===== config.mk =====
export PLATFORM = sky130hd
export DESIGN_NAME = cet_dev_flat
export DESIGN_NICKNAME = d
export VERILOG_FILES = /design/src/cet_pkg.sv /design/src/cet_if.sv /design/src/cet_bank.sv /design/src/cet_dev.sv /design/src/flat_wrapper.sv
export SDC_FILE = /design/constraint.sdc
export NUM_CORES = 2
export LEC_CHECK = 0
export ABC_AREA = 0
export BUFFER_PORTS_ARGS = -buffer_cell sky130_fd_sc_hd__buf_2
export CAP_MARGIN = 5
export CORE_AREA = 5 5 350 283
export CTS_CLUSTER_DIAMETER = 30
export CTS_CLUSTER_SIZE = 40
export DETAILED_ROUTE_END_ITERATION = 8
export DIE_AREA = 0 0 355 288
export PLACE_DENSITY = 0.66
export SLEW_MARGIN = 5
export SYNTH_ARGS = -nofsm -noshare
export SYNTH_HDL_FRONTEND = slang
export SYNTH_SLANG_ARGS = --single-unit

===== constraint.sdc =====
create_clock -name clk_i -period 9.2 [get_ports clk_i]
set_input_delay 1.38 -clock clk_i [delete_from_list [all_inputs] [get_ports clk_i]]
set_output_delay 1.38 -clock clk_i [all_outputs]
set_load 0.02 [all_outputs]

===== src/cet_pkg.sv =====
// Shared constants and types for corrected error threshold signalling
`default_nettype none

package cet_pkg;

  // ------------------------------------------------------------
  // Sizes
  // ------------------------------------------------------------
  localparam int NUM_BANKS = 4;
  localparam int NUM_LP    = 2;
  localparam int AW        = 12;
  localparam int THR_W     = 15;
  localparam int LINES     = 16;
  localparam int LINE_W    = 4;

  // ------------------------------------------------------------
  // Model register map of the bank complex
  // ------------------------------------------------------------
  localparam logic [AW-1:0] ADDR_CAP       = 12'h000;
  localparam logic [AW-1:0] ADDR_LEG_TYPE  = 12'h001;
  localparam logic [AW-1:0] ADDR_LEG_ADDR  = 12'h002;
  localparam logic [AW-1:0] ADDR_BANK_BASE = 12'h100;
  localparam logic [1:0]    OFS_CTL        = 2'h0;
  localparam logic [1:0]    OFS_STATUS     = 2'h1;
  localparam logic [1:0]    OFS_ADDR       = 2'h2;
  localparam logic [1:0]    OFS_CTL2       = 2'h3;
  localparam int            LEG_BANK       = 0;

  // ------------------------------------------------------------
  // Field positions and reset values
  // ------------------------------------------------------------
  localparam int CAP_CORRECTED_ERROR_INTERRUPT_BIT = 10;
  localparam int CAP_TES_BIT  = 11;
  localparam int EN_BIT       = 30;
  localparam int VALID_BIT    = 63;
  localparam int CNT_LSB      = 38;
  localparam int CNT_MSB      = 52;
  localparam logic [THR_W-1:0] THR_RESET = 15'h0000;
  localparam logic [THR_W-1:0] THR_EVERY = 15'h0001;
  localparam logic [63:0]      REG_RESET = 64'h0000_0000_0000_0000;

  // ------------------------------------------------------------
  // Implementation options
  // ------------------------------------------------------------
  localparam logic CAP_CORRECTED_ERROR_INTERRUPT_P = 1'b1;
  localparam logic CAP_TES_P  = 1'b1;
  localparam logic [NUM_BANKS-1:0] BANK_THR_SUP = 4'h7;
  localparam logic [NUM_BANKS-1:0] BANK_SYSTEM  = 4'h8;
  localparam logic [NUM_BANKS-1:0][NUM_LP-1:0] BANK_SHARE = {2'h3, 2'h3, 2'h3, 2'h1};
  localparam logic [LINE_W:0] HEALTH_THR = 5'h03;

  // ------------------------------------------------------------
  // Controller register map (byte addresses)
  // ------------------------------------------------------------
  localparam logic [AW-1:0] HOFS_ADDR = 12'h000;
  localparam logic [AW-1:0] HOFS_WLO  = 12'h004;
  localparam logic [AW-1:0] HOFS_WHI  = 12'h008;
  localparam logic [AW-1:0] HOFS_CMD  = 12'h00C;
  localparam logic [AW-1:0] HOFS_STAT = 12'h010;
  localparam logic [AW-1:0] HOFS_RLO  = 12'h014;
  localparam logic [AW-1:0] HOFS_RHI  = 12'h018;
  localparam logic [AW-1:0] HOFS_PEND = 12'h020;
  localparam logic [AW-1:0] HOFS_VEC  = 12'h2F0;
  localparam int CMD_GO_BIT    = 0;
  localparam int CMD_WR_BIT    = 1;
  localparam int STAT_DONE_BIT = 1;
  localparam int VEC_MASK_BIT  = 16;
  localparam logic [31:0] VEC_RESET = 32'h0001_0000;

  typedef enum logic [0:0] {
    CET_IDLE = 1'b0,
    CET_REQ  = 1'b1
  } cet_hst_t;

endpackage

`default_nettype wire


===== src/cet_if.sv =====
// Link between the bank complex and the interrupt controller side
`timescale 1ns/1ns
`default_nettype none

interface cet_if;
  import cet_pkg::*;

  logic              req;
  logic              we;
  logic [AW-1:0]     addr;
  logic [63:0]       wdata;
  logic [63:0]       rdata;
  logic              ack;
  logic [NUM_LP-1:0] irq;

  modport dev (input req, we, addr, wdata, output rdata, ack, irq);
  modport hst (output req, we, addr, wdata, input rdata, ack, irq);

endinterface

`default_nettype wire


===== src/cet_bank.sv =====
// One error bank: control, status, address and threshold control
`timescale 1ns/1ns
`default_nettype none

module cet_bank
  import cet_pkg::*;
#(
  parameter logic SUP = 1'b1
)(
  input  wire logic        clk_i,
  input  wire logic        resetn_i,
  input  wire logic        ctl_we_i,
  input  wire logic        sts_we_i,
  input  wire logic        adr_we_i,
  input  wire logic        ctl2_we_i,
  input  wire logic [63:0] wdata_i,
  input  wire logic        err_i,
  input  wire logic [31:0] err_addr_i,
  output logic      [63:0] ctl_o,
  output logic      [63:0] sts_o,
  output logic      [63:0] adr_o,
  output logic      [63:0] ctl2_o,
  output logic             ovf_o
);

  typedef struct packed {
    logic [63:0]      ctl;
    logic [63:0]      sts;
    logic [63:0]      adr;
    logic [THR_W-1:0] thr;
    logic             en;
    logic             ovf;
  } cet_bank_st_t;

  cet_bank_st_t     q;
  cet_bank_st_t     n;
  logic [THR_W-1:0] cnt;

  // ------------------------------------------------------------
  // Next state
  // ------------------------------------------------------------
  always_comb begin
    n = q;
    n.ovf = 1'b0;
    if (ctl_we_i) n.ctl = wdata_i;
    if (adr_we_i) n.adr = wdata_i;
    if (sts_we_i) n.sts = wdata_i;
    if (ctl2_we_i) begin
      n.thr = SUP ? wdata_i[THR_W-1:0] : THR_RESET;
      n.en  = wdata_i[EN_BIT];
    end
    // Error applied after the software write, so a clear never loses it
    cnt = n.sts[CNT_MSB:CNT_LSB];
    if (err_i) begin
      n.sts[VALID_BIT] = 1'b1;
      if (cnt != {THR_W{1'b1}}) cnt = cnt + 15'h0001;
      n.sts[CNT_MSB:CNT_LSB] = cnt;
      n.adr = {32'h0000_0000, err_addr_i};
      // Interrupt request independent of the bank error control word
      n.ovf = SUP & q.en & ((cnt == q.thr) | (q.thr == THR_EVERY));
    end
  end

  always_ff @(posedge clk_i or negedge resetn_i) begin
    if (!resetn_i) begin
      q <= '0;
    end else begin
      q <= n;
    end
  end

  assign ctl_o  = q.ctl;
  assign sts_o  = q.sts;
  assign adr_o  = q.adr;
  assign ctl2_o = {33'h0_0000_0000, q.en & SUP, 15'h0000, q.thr};
  assign ovf_o  = q.ovf;

endmodule

`default_nettype wire


===== src/cet_dev.sv =====
// Corrected error bank complex: model registers, thresholds, cache health
//
// The implementer's own choices: the req/ack link port and the address map.
`timescale 1ns/1ns
`default_nettype none

module cet_dev
  import cet_pkg::*;
(
  input  wire logic              clk_i,
  input  wire logic              resetn_i,
  cet_if.dev                     bus,
  input  wire logic              err_valid_i,
  input  wire logic [1:0]        err_bank_i,
  input  wire logic [31:0]       err_addr_i,
  input  wire logic              err_cache_i,
  input  wire logic [LINE_W-1:0] err_line_i,
  output logic                   cache_yellow_o
);

  typedef struct packed {
    logic              ack;
    logic [63:0]       rdata;
    logic [NUM_LP-1:0] irq;
    logic [LINES-1:0]  seen;
    logic [LINES-1:0]  rep;
    logic [LINE_W:0]   nrep;
    logic              yellow;
  } cet_dev_st_t;

  cet_dev_st_t          q;
  cet_dev_st_t          n;

  logic                 take;
  logic                 in_bank;
  logic [1:0]           bsel;
  logic [1:0]           bofs;
  logic                 leg_type_we;
  logic                 leg_addr_we;
  logic [63:0]          cap;
  logic [63:0]          rd;
  logic [NUM_LP-1:0]    irq_c;

  logic [NUM_BANKS-1:0] ctl_we;
  logic [NUM_BANKS-1:0] sts_we;
  logic [NUM_BANKS-1:0] adr_we;
  logic [NUM_BANKS-1:0] ctl2_we;
  logic [NUM_BANKS-1:0] err;
  logic [NUM_BANKS-1:0] ovf;
  logic [NUM_BANKS-1:0] hit;
  logic [63:0]          b_ctl  [NUM_BANKS];
  logic [63:0]          b_sts  [NUM_BANKS];
  logic [63:0]          b_adr  [NUM_BANKS];
  logic [63:0]          b_ctl2 [NUM_BANKS];

  // ------------------------------------------------------------
  // Request decode
  // ------------------------------------------------------------
  // A held request is served once, on the same edge at which ack rises
  assign take        = bus.req & ~q.ack;
  assign in_bank     = (bus.addr[AW-1:4] == ADDR_BANK_BASE[AW-1:4]);
  assign bsel        = bus.addr[3:2];
  assign bofs        = bus.addr[1:0];
  assign leg_type_we = take & bus.we & (bus.addr == ADDR_LEG_TYPE);
  assign leg_addr_we = take & bus.we & (bus.addr == ADDR_LEG_ADDR);

  assign cap = {52'h0_0000_0000_0000, CAP_TES_P, CAP_CORRECTED_ERROR_INTERRUPT_P, 2'b00, 8'(NUM_BANKS)};

  // ------------------------------------------------------------
  // Banks
  // ------------------------------------------------------------
  for (genvar i = 0; i < NUM_BANKS; i++) begin : g_bank
    logic sel;
    assign sel        = take & bus.we & in_bank & (bsel == 2'(i));
    assign ctl_we[i]  = sel & (bofs == OFS_CTL);
    assign sts_we[i]  = (sel & (bofs == OFS_STATUS)) | (leg_type_we & (i == LEG_BANK));
    assign adr_we[i]  = (sel & (bofs == OFS_ADDR)) | (leg_addr_we & (i == LEG_BANK));
    // Single register per bank, shared by the threads in its BANK_SHARE mask
    assign ctl2_we[i] = sel & (bofs == OFS_CTL2);
    assign err[i]     = err_valid_i & (err_bank_i == 2'(i));
    assign hit[i]     = ovf[i] & ~BANK_SYSTEM[i];

    cet_bank #(
      .SUP (BANK_THR_SUP[i])
    ) u_bank (
      .clk_i      (clk_i),
      .resetn_i   (resetn_i),
      .ctl_we_i   (ctl_we[i]),
      .sts_we_i   (sts_we[i]),
      .adr_we_i   (adr_we[i]),
      .ctl2_we_i  (ctl2_we[i]),
      .wdata_i    (bus.wdata),
      .err_i      (err[i]),
      .err_addr_i (err_addr_i),
      .ctl_o      (b_ctl[i]),
      .sts_o      (b_sts[i]),
      .adr_o      (b_adr[i]),
      .ctl2_o     (b_ctl2[i]),
      .ovf_o      (ovf[i])
    );
  end

  // ------------------------------------------------------------
  // Read multiplexer
  // ------------------------------------------------------------
  always_comb begin
    rd = REG_RESET;
    if (bus.addr == ADDR_CAP) begin
      rd = cap;
    end else if (bus.addr == ADDR_LEG_TYPE) begin
      // Same word as the bank status; encoding differs from the old part
      rd = b_sts[LEG_BANK];
    end else if (bus.addr == ADDR_LEG_ADDR) begin
      rd = b_adr[LEG_BANK];
    end else if (in_bank) begin
      unique case (bofs)
        OFS_CTL:    rd = b_ctl[bsel];
        OFS_STATUS: rd = b_sts[bsel];
        OFS_ADDR:   rd = b_adr[bsel];
        OFS_CTL2:   rd = b_ctl2[bsel];
      endcase
    end
  end

  // ------------------------------------------------------------
  // Interrupt fan-out
  // ------------------------------------------------------------
  always_comb begin
    irq_c = '0;
    for (int i = 0; i < NUM_BANKS; i++) begin
      if (hit[i]) irq_c = irq_c | BANK_SHARE[i];
    end
  end

  // ------------------------------------------------------------
  // Next state
  // ------------------------------------------------------------
  always_comb begin
    n = q;
    n.ack = take;
    if (take) n.rdata = rd;
    n.irq = irq_c;
    // Health tracks lines hit twice or more; a line is counted once
    if (err_valid_i & err_cache_i) begin
      n.seen[err_line_i] = 1'b1;
      if (q.seen[err_line_i] & ~q.rep[err_line_i]) begin
        n.rep[err_line_i] = 1'b1;
        n.nrep            = q.nrep + 5'h01;
      end
    end
    n.yellow = (n.nrep > HEALTH_THR);
  end

  always_ff @(posedge clk_i or negedge resetn_i) begin
    if (!resetn_i) begin
      q <= '0;
    end else begin
      q <= n;
    end
  end

  // ------------------------------------------------------------
  // Outputs
  // ------------------------------------------------------------
  assign bus.ack        = q.ack;
  assign bus.rdata      = q.rdata;
  assign bus.irq        = q.irq;
  assign cache_yellow_o = q.yellow;

endmodule

`default_nettype wire


===== src/flat_wrapper.sv =====
// flat-port wrapper written by rule: the top's interface ports become plain ports
module cet_dev_flat import cet_pkg::*;
  (clk_i, resetn_i, err_valid_i, err_bank_i, err_addr_i, err_cache_i, err_line_i, cache_yellow_o, bus_req, bus_we, bus_addr, bus_wdata, bus_rdata, bus_ack, bus_irq);
  cet_if bus_i ();
  input  wire logic clk_i;
  input  wire logic resetn_i;
  input  wire logic err_valid_i;
  input  wire logic [1:0] err_bank_i;
  input  wire logic [31:0] err_addr_i;
  input  wire logic err_cache_i;
  input  wire logic [LINE_W-1:0] err_line_i;
  output logic cache_yellow_o;
  input wire logic [$bits(bus_i.req)-1:0] bus_req;
  input wire logic [$bits(bus_i.we)-1:0] bus_we;
  input wire logic [$bits(bus_i.addr)-1:0] bus_addr;
  input wire logic [$bits(bus_i.wdata)-1:0] bus_wdata;
  output wire logic [$bits(bus_i.rdata)-1:0] bus_rdata;
  output wire logic [$bits(bus_i.ack)-1:0] bus_ack;
  output wire logic [$bits(bus_i.irq)-1:0] bus_irq;
  assign bus_i.req = bus_req;
  assign bus_i.we = bus_we;
  assign bus_i.addr = bus_addr;
  assign bus_i.wdata = bus_wdata;
  assign bus_rdata = bus_i.rdata;
  assign bus_ack = bus_i.ack;
  assign bus_irq = bus_i.irq;
  cet_dev u_core (.clk_i(clk_i), .resetn_i(resetn_i), .bus(bus_i), .err_valid_i(err_valid_i), .err_bank_i(err_bank_i), .err_addr_i(err_addr_i), .err_cache_i(err_cache_i), .err_line_i(err_line_i), .cache_yellow_o(cache_yellow_o));
endmodule

==> impl_metrics.ini <==
[place]
place_inst = 5655
io_buffers = 187
gp_congestion = 0.978
place.detailed.hpwl_um = 93000

[synthesis]
synth_top_area_share_pct = 49.0
synth_cell_type_count = 81
ys_seq_area_share_pct = 49.0
synth.largest_area_cell = dfrtp_1
synth_top_cells_by_area = dfrtp_1, nand2_1, mux4_2, mux2_2, mux2i_1
yosysMostFrequentCell = nand2_1
yosys_warnings = 0
synth-seq-cells = 924
synthTopCellsByCount = nand2_1, dfrtp_1, mux2_2, clkbuf_1, nor2_1
synth_ff_type = dfrtp_1
syn_area_mm2 = 0.0472
synthArstFlopShare_pct = 100
synth_edf_count = 0
syn_avg_cell_area_um2 = 10.2
syn_inst = 4609
syn_nets = 4734

[power]
p_sw_share_pct = 26.6
seqPwrFrac_pct = 37.2
powerDensity_mw_per_mm2 = 222
vdd_drop_max_mv = 0.204
p_switching_mw = 3.21
clkPwrFrac_pct = 53.9
leakagePower_nw = 25.2
pwr-share-comb_pct = 8.9
p_int_mw = 8.88

[grt]
antenna_found_initial = 15
grt_pass1_wl_um = 235000
grt_util_all_layers_pct = 30.0
grt_max_degree = 167
grt_pass1_vias = 37500
overflow = 0

[detailed_routing]
drt_first_pass_iters = 9
avgRoutedWirePerCell_um = 25.7
wl_um = 154000
drc = 0
vias = 37300
postRouteAntennaNets = 0
viasPerCell = 6.23
drt-initial-drc-count = 4513

[final_layout]
syn_to_final_growth_pct = 15.5
drive_gt1_share_pct = 23.8
fin_cells = 5983
num-nets-final = 4704

[sta]
worstMarginPinSlew_ns = 1.25
finalCritPeriodShare_pct = 62.6
rsz0062_at_grt = no
fin_crit_ns = 5.76
clock_skew_ns = 0.0367
slew_viol_final = 0
setup_viol = 0
fmax_mhz = 174
relSlewSlack_pct = 16.5
finalHoldViolations = 0
tns_ns = 0

[worst_setup_path]
crit_fanout = 59
path_class = in2reg
slowest_delay_ns = 1.05
slowest_stage = o31ai_2
cp.required_ns = 9.84
critPathLaunchType = input pin
rr_startpoint = u_core.bus.ack$_DFF_PN0_
cp_cell_sequence = buf_8, nor4bb_1, and4_4, mux2i_1, inv_1, ha_1, nand3_1, o31ai_2, nor3b_1, o21ai_0, o22ai_1, or4_1, o41ai_2
crit_path_start = bus_addr[2]
critical_path.top_delay_family = simple AND/OR/NAND/NOR gates
worstSetupEndpointType = flip-flop
cp.arrival_ns = 6.40
path_buf_inv = 2

[floorplanning]
dieArea_mm2 = 0.102
die_h_um = 288
pin_count = 188
row_count = 102
initial_core_util_pct = 49.4
chipWidth_um = 355
coreArea_mm2 = 0.0956

[clocking]
clockBufferDepth = 3
cts_made_buffers = 170
cts_setup_buffers = 0
clkTransAtPathRegs_ns = 0.05
cts_resized = 0
clk-insertion-delay-late_ns = 0.77
cts_hold_buf = 0
cts_tree = done
htree_levels = 4
clockRootBuffer = clkbuf_16
clkSinkCount = 924

[min_path]
hold_path.class = reg2reg
min-delay-start = u_core.q[13]$_DFFE_PN0P_

[flow_run]
drv_cap = 0

[outcome]
status = finished clean
cell type report:
class                   count  area, µm²
diodes                     11       27.5
clock buffers             206       4610
clock inverters           111       1440
fillers                  8035      41100
inverters                  23       86.3
multi-input cells        3215      22200
flip-flops and latches    924      23100
well taps                1248       1560
repair buffers            245       1460
registers in the layout, indices dropped and copies added (netlist names):
name                         flops
u_core.g_bank.u_bank.adr_o     256
u_core.g_bank.u_bank.ctl_o     256
u_core.g_bank.u_bank.ctl2_o     48
u_core.bus.ack                   1
u_core.cache_yellow_o            1
u_core.bus.rdata                64
u_core.g_bank.u_bank.ovf_o       3
u_core.bus.irq                   2
u_core.g_bank.u_bank.sts_o     256
u_core.q                        37
worst paths after layout:
check                           depth (start not counted)                                       endpoint  slack (ns)
worst max-delay path                                   13        u_core.g_bank[1].u_bank.ovf_o$_DFF_PN0_        3.44
worst min-delay path                                    2                       u_core.q[13]$_DFFE_PN0P_        0.44
worst max register to register                         12        u_core.g_bank[1].u_bank.ovf_o$_DFF_PN0_        4.19
worst min register to register                          2                       u_core.q[13]$_DFFE_PN0P_        0.44
max in group asynchronous                               3  u_core.g_bank[3].u_bank.adr_o[26]$_DFFE_PN0P_        6.47
min in group asynchronous                               1                       u_core.q[32]$_DFFE_PN0P_        0.59
cell usage in the layout, fill, tap and decap left out, types with 10 or more instances in the layout:
cell	instances
xnor2_1	66
a21o_1	12
clkinv_2	28
inv_6	13
buf_4	56
clkinv_4	10
clkbuf_16	172
nor3_1	35
nor2_1	232
buf_2	182
nand3_1	59
o21ai_0	192
clkinvlp_4	26
nor2b_1	10
mux2i_1	118
mux4_2	209
nand4_1	32
clkbuf_8	18
bufinv_16	20
and3_1	16
mux2_2	310
inv_1	23
a21oi_1	138
nand2_1	1324
nor4_1	16
clkbuf_1	16
dfrtp_1	924
xor2_1	60
diode_2	11
a31oi_1	137
a222oi_1	61
per-stage QoR:
step | util (%) | instance area [µm²] | hold slack (ns) | setup WS, ns | power [mW]
after floorplan | - | 47200 | 0.412 | 4.21 | 5.17
after global placement | 50.7 | 48400 | 0.431 | 2.84 | 5.59
after detailed placement | 50.7 | 48400 | 0.437 | 2.80 | 5.61
after CTS | 57.0 | 54500 | 0.450 | 3.59 | 12.1
after global routing | 57.0 | 54500 | 0.457 | 3.12 | 12.5
final | 57.0 | 54500 | 0.443 | 3.44 | 12.1
tightest hold or removal path, cell delays in order, from the launching register on:
cell     delay, ns
dfrtp_1       0.32
inv_1         0.05
nand2_1       0.05
per-layer routing:
metal	routed length (µm)	GRT usage (%)
met1	64300	41.6
met2	69800	46.0
met3	14200	7.14
met4	5600	11.6
met5	68	0
kinds of logic (layout without fill, tap and decap cells):
family          after synthesis  in the layout  synth area share (%)
simple gates               1822           1822                  15.9
flops                       924            924                  49.0
mux                         638            638                  19.9
compound gates              624            624                  8.34
buf+inv                     470            585                  4.37
xor+xnor                    126            126                  2.34
fa+ha+maj                     5              5                 0.133
other cells                   0             11                     0
power groups by stage:
stage	Clock, mW	Combinational [mW]	Sequential (mW)
6_report	6.52	1.08	4.49
5_1_grt	6.80	1.17	4.50
4_1_cts	6.59	1.07	4.48
3_5_place_dp	0	1.07	4.54
3_3_place_gp	0	1.05	4.54
2_1_floorplan	0	0.724	4.45
Note: power is estimated with default switching activity, not from simulation.
